## src/verilog/iep_pkg.sv

```systemverilog
// Shared constants and types for the inadvertent energizing protection block
package iep_pkg;

  //////////////////////////////////////////////////////////////////////////////
  // Register byte offsets
  localparam logic [7:0] ADDR_CTRL     = 8'h00;
  localparam logic [7:0] ADDR_CUR_THR  = 8'h04;
  localparam logic [7:0] ADDR_VOLT_THR = 8'h08;
  localparam logic [7:0] ADDR_PICKUP   = 8'h0c;
  localparam logic [7:0] ADDR_DROPOUT  = 8'h10;
  localparam logic [7:0] ADDR_STATE    = 8'h14;
  localparam logic [7:0] ADDR_IRQ_STAT = 8'h18;
  localparam logic [7:0] ADDR_IRQ_MASK = 8'h1c;

  //////////////////////////////////////////////////////////////////////////////
  // Operation select codes
  localparam logic [1:0] OP_OFF  = 2'h0;
  localparam logic [1:0] OP_PEAK = 2'h1;
  localparam logic [1:0] OP_FUND = 2'h2;

  //////////////////////////////////////////////////////////////////////////////
  // Setting ranges and reset values
  localparam logic [15:0] CUR_THR_MIN  = 16'h0014;
  localparam logic [15:0] CUR_THR_MAX  = 16'h0bb8;
  localparam logic [15:0] CUR_THR_RST  = 16'h00c8;
  localparam logic [15:0] VOLT_THR_MIN = 16'h001e;
  localparam logic [15:0] VOLT_THR_MAX = 16'h0082;
  localparam logic [15:0] VOLT_THR_RST = 16'h005a;
  localparam logic [15:0] DELAY_MIN    = 16'h0000;
  localparam logic [15:0] DELAY_MAX    = 16'h7530;
  localparam logic [15:0] PICKUP_RST   = 16'h03e8;
  localparam logic [15:0] DROPOUT_RST  = 16'h0064;

  // Hysteresis ratios in percent
  localparam logic [7:0] OC_RESET_PCT = 8'h55;
  localparam logic [7:0] UV_RESET_PCT = 8'h69;
  localparam logic [7:0] PCT_FULL     = 8'h64;

  //////////////////////////////////////////////////////////////////////////////
  // Field positions
  localparam int IRQ_TRIP   = 0;
  localparam int IRQ_ARMED  = 1;
  localparam int IRQ_BITS   = 2;

  //////////////////////////////////////////////////////////////////////////////
  // Timing
  localparam int PCLK_PERIOD_NS = 10;
  localparam int MS_NS          = 1000000;
  localparam int MS_CYCLES      = MS_NS / PCLK_PERIOD_NS;

  // Sampled measurements, all in percent of nominal
  typedef struct packed {
    logic [2:0][15:0] volt;
    logic [2:0][15:0] cur_peak;
    logic [2:0][15:0] cur_fund;
  } iep_meas_t;

  function automatic logic [15:0] clamp(input logic [15:0] v, input logic [15:0] lo,
                                        input logic [15:0] hi);
    clamp = (v < lo) ? lo : ((v > hi) ? hi : v);
  endfunction

endpackage

```

## src/verilog/iep_timer.sv

```systemverilog
// Pickup and dropout delay timer counted in millisecond ticks
`timescale 1ns/1ns
`default_nettype none

module iep_timer (
  input  wire logic        pclk,
  input  wire logic        presetn,
  input  wire logic        ms_tick,
  input  wire logic        clear,
  input  wire logic        cond,
  input  wire logic [15:0] pickup_ms,
  input  wire logic [15:0] dropout_ms,
  output logic             out_q
);

  logic [15:0] cnt_q;
  logic [15:0] cnt_d;
  logic        out_d;
  logic [15:0] limit;
  logic        expired;

  // Delay that applies to the pending change
  assign limit   = cond ? pickup_ms : dropout_ms;
  assign expired = (cnt_q >= limit);

  always_comb begin
    cnt_d = cnt_q;
    out_d = out_q;
    if (clear) begin
      cnt_d = 16'h0000;
      out_d = 1'b0;
    end else if (cond == out_q) begin
      cnt_d = 16'h0000;
    end else if (expired) begin
      cnt_d = 16'h0000;
      out_d = cond;
    end else if (ms_tick) begin
      cnt_d = cnt_q + 16'h0001;
    end
  end

  always_ff @(posedge pclk or negedge presetn) begin
    if (!presetn) begin
      cnt_q <= 16'h0000;
      out_q <= 1'b0;
    end else begin
      cnt_q <= cnt_d;
      out_q <= out_d;
    end
  end

endmodule

`default_nettype wire

```

## src/verilog/iep_top.sv

```systemverilog
// Inadvertent energizing protection with APB settings and interrupt
// Summary of operation
// - All three phases low starts pickup timer
// - Timer output true enables overcurrent stage
// - Overcurrent during dropout window issues trip
// - Trip lasts dropout time, then forced off
// - Operation select: off, peak, fundamental; off
// - Current threshold 20 to 3000, default 200
// - Voltage threshold 30 to 130, default 90
// - Pickup delay 0 to 30000 ms, default 1000
// - Dropout delay 0 to 30000 ms, default 100
// - Overcurrent resets below 0.85 of threshold
// - Undervoltage resets above 1.05 of threshold
// - Delays accurate to 5% or 15 ms
// - Separate trip per phase from own overcurrent
// - User block disables function, trips inactive
// - VT failure input disables the function
// - Off selection keeps function fully inactive
//
// Chosen here: the placing of the registers and the APB interface to the registers.
`timescale 1ns/1ns
`default_nettype none

module iep_top #(
  parameter int TICK_CYCLES = iep_pkg::MS_CYCLES
) (
  input  wire logic              pclk,
  input  wire logic              presetn,
  input  wire logic              psel,
  input  wire logic              penable,
  input  wire logic              pwrite,
  input  wire logic [7:0]        paddr,
  input  wire logic [31:0]       pwdata,
  output logic      [31:0]       prdata,
  output logic                   pready,
  output logic                   pslverr,
  input  wire iep_pkg::iep_meas_t meas,
  input  wire logic              user_block,
  input  wire logic              vt_failure_block,
  output logic                   trip_phase_1,
  output logic                   trip_phase_2,
  output logic                   trip_phase_3,
  output logic                   general_trip,
  output logic                   irq
);

  localparam int TW = $clog2(TICK_CYCLES + 1);

  //////////////////////////////////////////////////////////////////////////////
  // Register bus decode
  logic        setup_ph;
  logic        access_ph;
  logic        wr_acc;
  logic        rd_acc;
  logic        hit_ctrl;
  logic        hit_cur;
  logic        hit_volt;
  logic        hit_pick;
  logic        hit_drop;
  logic        hit_state;
  logic        hit_istat;
  logic        hit_imask;
  logic        mapped;
  logic [15:0] wdat16;

  assign setup_ph  = psel && !penable;
  assign access_ph = psel && penable;
  assign wr_acc    = access_ph && pwrite;
  assign rd_acc    = access_ph && !pwrite;
  assign hit_ctrl  = (paddr == iep_pkg::ADDR_CTRL);
  assign hit_cur   = (paddr == iep_pkg::ADDR_CUR_THR);
  assign hit_volt  = (paddr == iep_pkg::ADDR_VOLT_THR);
  assign hit_pick  = (paddr == iep_pkg::ADDR_PICKUP);
  assign hit_drop  = (paddr == iep_pkg::ADDR_DROPOUT);
  assign hit_state = (paddr == iep_pkg::ADDR_STATE);
  assign hit_istat = (paddr == iep_pkg::ADDR_IRQ_STAT);
  assign hit_imask = (paddr == iep_pkg::ADDR_IRQ_MASK);
  assign mapped    = hit_ctrl | hit_cur | hit_volt | hit_pick | hit_drop | hit_state
                   | hit_istat | hit_imask;
  assign wdat16    = pwdata[15:0];
  assign pready    = 1'b1;
  assign pslverr   = access_ph && !mapped;

  //////////////////////////////////////////////////////////////////////////////
  // Settings registers
  logic [1:0]  op_q;
  logic [15:0] cur_thr_q;
  logic [15:0] volt_thr_q;
  logic [15:0] pickup_q;
  logic [15:0] dropout_q;
  logic [1:0]  op_wr;

  // Unused code 3 falls back to off
  assign op_wr = (pwdata[1:0] == iep_pkg::OP_PEAK || pwdata[1:0] == iep_pkg::OP_FUND) ?
                 pwdata[1:0] : iep_pkg::OP_OFF;

  always_ff @(posedge pclk or negedge presetn) begin
    if (!presetn) begin
      op_q       <= iep_pkg::OP_OFF;
      cur_thr_q  <= iep_pkg::CUR_THR_RST;
      volt_thr_q <= iep_pkg::VOLT_THR_RST;
      pickup_q   <= iep_pkg::PICKUP_RST;
      dropout_q  <= iep_pkg::DROPOUT_RST;
    end else if (wr_acc) begin
      if (hit_ctrl) op_q <= op_wr;
      if (hit_cur) cur_thr_q <= iep_pkg::clamp(wdat16, iep_pkg::CUR_THR_MIN,
                                               iep_pkg::CUR_THR_MAX);
      if (hit_volt) volt_thr_q <= iep_pkg::clamp(wdat16, iep_pkg::VOLT_THR_MIN,
                                                 iep_pkg::VOLT_THR_MAX);
      if (hit_pick) pickup_q <= iep_pkg::clamp(wdat16, iep_pkg::DELAY_MIN,
                                               iep_pkg::DELAY_MAX);
      if (hit_drop) dropout_q <= iep_pkg::clamp(wdat16, iep_pkg::DELAY_MIN,
                                                iep_pkg::DELAY_MAX);
    end
  end

  //////////////////////////////////////////////////////////////////////////////
  // Millisecond tick for the delay timer
  logic [TW-1:0] pre_q;
  logic          ms_tick;

  assign ms_tick = (pre_q == TW'(TICK_CYCLES - 1));

  always_ff @(posedge pclk or negedge presetn) begin
    if (!presetn) begin
      pre_q <= '0;
    end else begin
      pre_q <= ms_tick ? '0 : pre_q + TW'(1);
    end
  end

  //////////////////////////////////////////////////////////////////////////////
  // Per-phase detectors with hysteresis
  logic        disabled;
  logic [2:0]  uv_q;
  logic [2:0]  uv_d;
  logic [2:0]  oc_q;
  logic [2:0]  oc_d;
  logic [23:0] cur_off_lvl;
  logic [23:0] volt_off_lvl;

  assign disabled     = user_block || vt_failure_block || (op_q == iep_pkg::OP_OFF);
  assign cur_off_lvl  = 24'(cur_thr_q) * 24'(iep_pkg::OC_RESET_PCT);
  assign volt_off_lvl = 24'(volt_thr_q) * 24'(iep_pkg::UV_RESET_PCT);

  genvar gi;
  generate
    for (gi = 0; gi < 3; gi++) begin : g_phase
      logic [15:0] cur;
      logic [23:0] cur_pct;
      logic [23:0] volt_pct;

      // Mode picks the current quantity
      assign cur      = (op_q == iep_pkg::OP_FUND) ? meas.cur_fund[gi] : meas.cur_peak[gi];
      assign cur_pct  = 24'(cur) * 24'(iep_pkg::PCT_FULL);
      assign volt_pct = 24'(meas.volt[gi]) * 24'(iep_pkg::PCT_FULL);
      assign oc_d[gi] = disabled ? 1'b0 :
                        oc_q[gi] ? !(cur_pct < cur_off_lvl) : (cur > cur_thr_q);
      assign uv_d[gi] = disabled ? 1'b0 :
                        uv_q[gi] ? !(volt_pct > volt_off_lvl) : (meas.volt[gi] < volt_thr_q);
    end
  endgenerate

  always_ff @(posedge pclk or negedge presetn) begin
    if (!presetn) begin
      uv_q <= 3'h0;
      oc_q <= 3'h0;
    end else begin
      uv_q <= uv_d;
      oc_q <= oc_d;
    end
  end

  //////////////////////////////////////////////////////////////////////////////
  // Voltage-loss timer
  logic all_low;
  logic armed_q;

  assign all_low = &uv_q;

  iep_timer u_timer (
    .pclk       (pclk),
    .presetn    (presetn),
    .ms_tick    (ms_tick),
    .clear      (disabled),
    .cond       (all_low),
    .pickup_ms  (pickup_q),
    .dropout_ms (dropout_q),
    .out_q      (armed_q)
  );

  //////////////////////////////////////////////////////////////////////////////
  // Trip decision
  logic [2:0] trip_q;
  logic [2:0] trip_d;
  logic       gen_q;

  assign trip_d = (armed_q && !disabled) ? oc_q : 3'h0;

  always_ff @(posedge pclk or negedge presetn) begin
    if (!presetn) begin
      trip_q <= 3'h0;
      gen_q  <= 1'b0;
    end else begin
      trip_q <= trip_d;
      gen_q  <= |trip_d;
    end
  end

  assign trip_phase_1 = trip_q[0];
  assign trip_phase_2 = trip_q[1];
  assign trip_phase_3 = trip_q[2];
  assign general_trip = gen_q;

  //////////////////////////////////////////////////////////////////////////////
  // Interrupt status, mask and read data
  logic [iep_pkg::IRQ_BITS-1:0] istat_q;
  logic [iep_pkg::IRQ_BITS-1:0] imask_q;
  logic [iep_pkg::IRQ_BITS-1:0] ievt;
  logic [iep_pkg::IRQ_BITS-1:0] iclr;
  logic                         armed_d1_q;
  logic                         irq_q;
  logic [31:0]                  rd_mux;
  logic [31:0]                  prdata_q;

  assign ievt[iep_pkg::IRQ_TRIP]  = (|trip_d) && !gen_q;
  assign ievt[iep_pkg::IRQ_ARMED] = armed_q && !armed_d1_q;
  // Clear only what the read reported, so an event landing at the setup edge survives
  assign iclr = (rd_acc && hit_istat) ? prdata_q[iep_pkg::IRQ_BITS-1:0] : '0;

  assign rd_mux = hit_ctrl  ? {30'h0, op_q} :
                  hit_cur   ? {16'h0, cur_thr_q} :
                  hit_volt  ? {16'h0, volt_thr_q} :
                  hit_pick  ? {16'h0, pickup_q} :
                  hit_drop  ? {16'h0, dropout_q} :
                  hit_state ? {21'h0, armed_q, gen_q, trip_q, oc_q, uv_q} :
                  hit_istat ? {30'h0, istat_q} :
                  hit_imask ? {30'h0, imask_q} : 32'h0;

  always_ff @(posedge pclk or negedge presetn) begin
    if (!presetn) begin
      istat_q    <= '0;
      imask_q    <= '0;
      armed_d1_q <= 1'b0;
      irq_q      <= 1'b0;
      prdata_q   <= 32'h0;
    end else begin
      // New event wins over a clearing read
      istat_q    <= (istat_q & ~iclr) | ievt;
      armed_d1_q <= armed_q;
      irq_q      <= |(((istat_q & ~iclr) | ievt) & imask_q);
      if (wr_acc && hit_imask) imask_q <= pwdata[iep_pkg::IRQ_BITS-1:0];
      if (setup_ph) prdata_q <= rd_mux;
    end
  end

  assign prdata = prdata_q;
  assign irq    = irq_q;
endmodule

`default_nettype wire

```

## config.mk

```make
export PLATFORM = sky130hd
export DESIGN_NAME = iep_top
export DESIGN_NICKNAME = d
export VERILOG_FILES = /design/src/verilog/iep_pkg.sv /design/src/verilog/iep_timer.sv /design/src/verilog/iep_top.sv
export SDC_FILE = /design/constraint.sdc
export NUM_CORES = 1
export LEC_CHECK = 0
export BUFFER_PORTS_ARGS = -buffer_cell sky130_fd_sc_hd__buf_2
export CAP_MARGIN = 15
export CORE_MARGIN = 3
export CORE_UTILIZATION = 45
export DETAILED_ROUTE_END_ITERATION = 7
export PLACE_DENSITY = 0.74
export SYNTH_ARGS = -nofsm -noshare
export SYNTH_HDL_FRONTEND = slang
export SYNTH_SLANG_ARGS = --single-unit
```

## constraint.sdc

```tcl
create_clock -name pclk -period 9.9 [get_ports pclk]
set_clock_uncertainty 0.2 [all_clocks]
set_input_delay 1.485 -clock pclk [delete_from_list [all_inputs] [get_ports pclk]]
set_output_delay 1.485 -clock pclk [all_outputs]
set_load 0.01 [all_outputs]
```

# Yosys cells after proc, flatten, opt, wreduce, memory -nomap -nowiden
# Index checks and enable logic that the tools add are counted.
# classes
n_addsub	2
shifts	0
n_div	0
bitwise_logic	11
mux	41
order_cmp	19
n_eq_ne	13
reduce_logical	38
mul	8
# op_table
op	n
$mux 16	19
$mul 16x5->21 const B	6
$gt 23x23->1	3
$lt 23x23->1	3
$gt 16x16->1	3
$lt 16x16->1	3
$mul 16x7->23 const B	2
$eq 8x5->1 const B	4
$lt 16x5->1 const B	2
$add 17x1->17 const B	1
$eq 17x17->1 const B	1
$mux 17	1
$add 16x1->16 const B	1
$eq 8x4->1 const B	2
$ge 16x16->1	1
$gt 16x12->1 const B	1
$gt 16x15->1 const B	1
$gt 16x8->1 const B	1
$lt 16x1->1 const B	1
$mux 1	15
$logic_not 1->1	12
$reduce_and 2->1	6
$mux 11	1
$logic_and 1x1->1	10
19 further kinds	32
# totals
latch_bits	0
mem_count	0
out_inout_bits	39
regBits	148
rom_bits	0
ram_bits	0
inputBits	191
wordCells	149

# Longest topological paths before layout
# depth
word_depth	10
ltp_mapped	28
mapped_depth_nobuf	27

# Modules after synthesis
# From an unflattened synthesis, not the netlist that was laid out.
# hier_totals
hier_cells	2868
hier_area_um2	24942.7
# by_module_without_submodules
mod	cells_each	seq_area_each_um2	instances	area_each_um2
iep_top	2727	2897.8	1	23555.1
iep_timer	141	425.4	1	1387.6

# Worst setup path after synthesis
# No wires, ideal clock.
# synth_path
path_kind	input to register
startpoint	in meas[3] (netlist bit)
endpoint	reg oc_q[0]
setup_ps	65
t_arrival_ps	5929
path_slack_ps	3706
n_path_buf	0
cell_stages	21
required_time_ps	9635
path_cell_list	mux2_2 ha_1 ha_1 fa_1 ha_1 a21oi_1 o21ai_0 a21oi_1 o21a_1 o21ai_0 o41ai_1 o211ai_1 a21o_1 xor2_1 ha_1 nand4_1 nor3_1 and2_1 nand2_1 o21ai_0 o221a_2
# synth_via
elab_chain_len	6
word_cells_on_any_way	7
classes_between	mul (1); order compare (2); mux (3); reduce/logical (1)
# synth_lines
element	line	text
start, declared	iep_top.sv:37	input wire iep_pkg::iep_meas_t meas,
$mux 16 (*)	iep_top.sv:154	assign cur = (op_q == iep_pkg::OP_FUND) ? meas.cur_fund[gi] : meas.cur_peak[gi];
$mul 16x5->21	iep_top.sv:155	assign cur_pct = 24'(cur) * 24'(iep_pkg::PCT_FULL);
$lt 23x23->1	iep_top.sv:158	oc_q[gi] ? !(cur_pct < cur_off_lvl) : (cur > cur_thr_q);
$logic_not 1->1	iep_top.sv:158	
$mux 1 (*)	iep_top.sv:158	
$mux 1 (*)	iep_top.sv:157	assign oc_d[gi] = disabled ? 1'b0 :
via oc_d[0]	iep_top.sv:138	logic [2:0] oc_d;
end signal, assigned	iep_top.sv:167	oc_q <= 3'h0;
end signal, assigned	iep_top.sv:170	oc_q <= oc_d;
end, declared	iep_top.sv:137	logic [2:0] oc_q;
# The timed path passes the listed nets; every way through them passes the cells marked *.
# A chain may end at the register's enable or synchronous reset.

# Worst setup path in the final report
# layout_path
startpoint	reg op_q[1]
endpoint	reg oc_q[0]
# layout_via
elab_chain_len	7
word_cells_on_any_way	10
classes_between	mul (1); order compare (2); eq/ne (1); mux (3); reduce/logical (3)
# layout_lines
element	line	text
start, declared	iep_top.sv:86	logic [1:0] op_q;
start signal, assigned	iep_top.sv:99	op_q <= iep_pkg::OP_OFF;
start signal, assigned	iep_top.sv:105	if (hit_ctrl) op_q <= op_wr;
$eq 2x2->1	iep_top.sv:154	
$mux 16	iep_top.sv:154	
$mul 16x5->21	iep_top.sv:155	
$lt 23x23->1	iep_top.sv:158	
$logic_not 1->1	iep_top.sv:158	
$mux 1	iep_top.sv:158	
$mux 1 (*)	iep_top.sv:157	
via oc_d[0]	iep_top.sv:138	
# Marks and branches as above.

==> run_results.csv <==
group,metric,value,unit
sta,setup_viol,0,
cells_and_area,utilization,50.5,%
pwr,p_per_area,151,nW/um2
cells_and_area,final_cell_mix,"660 x ha_1, 497 x inv_1, 195 x buf_2",
pwr,p_leak,14.8,nW
clock_tree,cts-root-buf,"clkbuf_16",
cells_and_area,fin_cells,3818,
grt,grt_overflow,0,
cells_and_area,n_fill_cell,5160,
floorplan,die_w,242,um
pwr,vdd_drop_max,126,uV
drt,first_pass_iters,7,
synthesis,syn_avg_cell_area,8.69,um2
floorplan,ios,230,
sta,finalSetupTns,0,ns
cells_and_area,syn_to_final_growth,9.81,%
sta,slew_violations,0,
critical_path,cp_cell_sequence,"nor2b_4, buf_4, mux2_2, ha_1, ha_1, fa_1, ha_1, a21oi_1, o21ai_0, a21oi_1, o21a_1, o21ai_0, o41ai_1, xnor2_1, ha_1, a21oi_1, nor2b_1, o21ai_0, nand2b_1, a21oi_1, nor2b_1, o21ai_0, nand4b_1, o221a_2",
sta,relSlewSlack,16.0,%
drt,ant_nets,0,
grt,antenna_found_initial,5,
grt,gr-max-usage-layer,"met2",
run_status,status,"finished, final reports clean",
synthesis,async_reset_ff_share,100,%
clock_tree,clockBufferDepth,2,
critical_path,cp-start-kind,"register",
grt,grt_first_pass_wirelength,102000,um
critical_path,crit_path_max_incr_delay,0.69,ns
drt,drc,0,
grt,grt_pass1_vias,20000,
synthesis,ys.flop_type,"dfrtp_1",
cells_and_area,multi_input_area,19600,um2
sta,rsz0062_at_grt,"no",
drt,vias_per_cell,5.44,
sta,timing.final.hold_violations,0,
placement,gp_routability_congestion,0.902,
cells_and_area,final_common_cell,"ha_1",
placement,dp_cells,3782,
clock_tree,cts.sinks,132,
grt,grtUsageTotal,21.4,%
drt,num_vias,20800,
floorplan,num_rows,85,
floorplan,start_util,46.0,%
critical_path,critPathMaxFanout,40,
clock_tree,htree_num_levels,4,
sta,fmax,0.136,GHz
clock_tree,cts_setup_buffers,0,
grt,grt_max_degree,90,
critical_path,arrival,7.46,ns
sta,fin_crit_sh,74.3,%
clock_tree,cts.hold.buffers_added,0,
critical_path,cp.buffers_inverters,1,
clock_tree,clk_latency,0.43,ns
cells_and_area,nets,4026,
synthesis,syn_area,25000,um2
placement,dpl.hpwl,53200,um
grt,met2_usage,36.3,%
floorplan,die_h,242,um
synthesis,ys_warn_count,0,
synthesis,synth-seq-cells,132,
cells_and_area,drive_above_1_share,10.3,%
cells_and_area,seq_area,3320,um2
min_path,hold_class,"reg2reg",
run,cap_violations,0,
grt,met1_usage,28.4,%
drt,post_drt_wl_per_cell,16.6,um
synthesis,synth_edf_count,0,
drt,drt_iter0_markers,1306,
placement,portBuffers,196,
critical_path,cp-end-kind,"register",
critical_path,path_class,"reg2reg",
sta,finalWorstSetupSlack,2.54,ns
placement,place_ws,2.72,ns
drt,routed_wl,63300,um
sta,min_period,7.36,ns
grt,met3_usage,3.05,%
floorplan,core_area,54300,um2
critical_path,required,10.00,ns
sta,tightest_slew,1.25,ns
floorplan,dieArea,58400,um2
critical_path,crit_family,"compound AO/OA/AOI/OAI gates",
clock_tree,cts_tree,"done",
critical_path,cp_slowest_cell,"o41ai_1",
clock_tree,post_cts_resized,0,
clock_tree,clkTransAtPathRegs,0.06,ns
clock_tree,cts_buffers,17,
synthesis,synth-seq-area-share,13.3,%
pwr,fin_total_pwr,0.00415,W
synthesis,synthCells,2878,
synthesis,synth_cell_type_count,91,
[sequential cells by signal, summed over array words and instances (netlist names), 3 cells and up]
register and flops:
cur_thr_q 16, dropout_q 16, oc_q 3, pickup_q 16
prdata 16, pre_q 17, trip_q 3, u_timer.cnt_q 16
uv_q 3, volt_thr_q 16
[layout make-up]
cell class | instances | share of cell area (%)
tap | 739 | 3.37
inverter | 497 | 6.80
timing repair buffer | 206 | 3.87
clock buffer | 21 | 1.68
clock inverter | 11 | 0.725
multi-input combinational | 2209 | 71.4
sequential | 132 | 12.1
antenna | 3 | 0.0273
[worst reg2reg max path, delay by kind of cell (launching register included)]
family / cells / cell delay, ns
buffers and inverters: 1 / 0.63
multiplexers: 1 / 0.49
AO/OA/AOI/OAI: 11 / 2.72
AND/OR/NAND/NOR: 5 / 0.88
XOR/XNOR: 1 / 0.19
adder cells (fa/ha/maj): 5 / 1.69
flip-flops: 1 / 0.41
[worst paths after layout]
| check | startpoint | to | slack, ns | depth (start not counted) |
|---|---|---|---|---|
| worst max-delay path | op_q[1] | oc_q[0] | 2.54 | 24 |
| worst min-delay path | pre_q[4] | pre_q[4] | 0.28 | 1 |
| worst max register to register | op_q[1] | oc_q[0] | 2.54 | 24 |
| worst min register to register | pre_q[4] | pre_q[4] | 0.28 | 1 |
| max in group asynchronous | presetn | pickup_q[13] | 7.52 | 2 |
| min in group asynchronous | presetn | u_timer.cnt_q[10] | 0.92 | 1 |
[stage by stage]
stage,hold WS [ns],area (um2)
final,0.281,27500
after global routing,0.308,27400
after CTS,0.282,27400
after detailed placement,0.272,26800
after global placement,0.265,26800
after floorplan,0.230,25100
[Yosys cell counts (12+ instances only)]
cell / number / area, um2
nand2_1: 137 / 514
nor2_1: 148 / 556
a22oi_1: 24 / 180
a31oi_1: 26 / 163
mux2i_1: 45 / 450
nand4_1: 32 / 200
and2_1: 13 / 81.3
fa_1: 112 / 2240
buf_4: 17 / 128
xnor2_1: 92 / 806
nand2b_1: 35 / 219
dfrtp_1: 116 / 2900
mux2_2: 24 / 270
o21a_1: 33 / 248
dfstp_2: 16 / 420
o21bai_1: 14 / 105
a211oi_1: 14 / 105
ha_1: 660 / 8260
nand3_1: 54 / 270
a21oi_1: 143 / 716
a21o_1: 97 / 728
o21ai_0: 145 / 726
nor2b_1: 44 / 275
inv_1: 497 / 1870
nor3_1: 31 / 155
or3_1: 12 / 75.1
xor2_1: 52 / 455
clkbuf_1: 33 / 124
and3_1: 24 / 150
[layer usage]
metal  up-vias  share of wire [%]
met5         -              0.077
met4         8                2.8
met3       106                5.3
met2       535                 47
met1      9711                 45
li1      10400                  -
[power breakdown]
part / switching (W) / leakage, nW / internal [W]
sequential: 0.0000157 / 1.64 / 0.000554
combinational: 0.00165 / 12.9 / 0.00124
clock: 0.000241 / 0.322 / 0.000462
[logic make-up after synthesis]
logic type               share of synthesized area (%)
multiplexers                                      2.88
buffers and inverters                             8.55
other                                           0.0300
AO/OA/AOI/OAI                                     16.4
flip-flops                                        13.3
XOR/XNOR                                          5.26
AND/OR/NAND/NOR                                   11.4
adder cells (fa/ha/maj)                           42.1
Note: power is estimated with default switching activity, not from simulation.
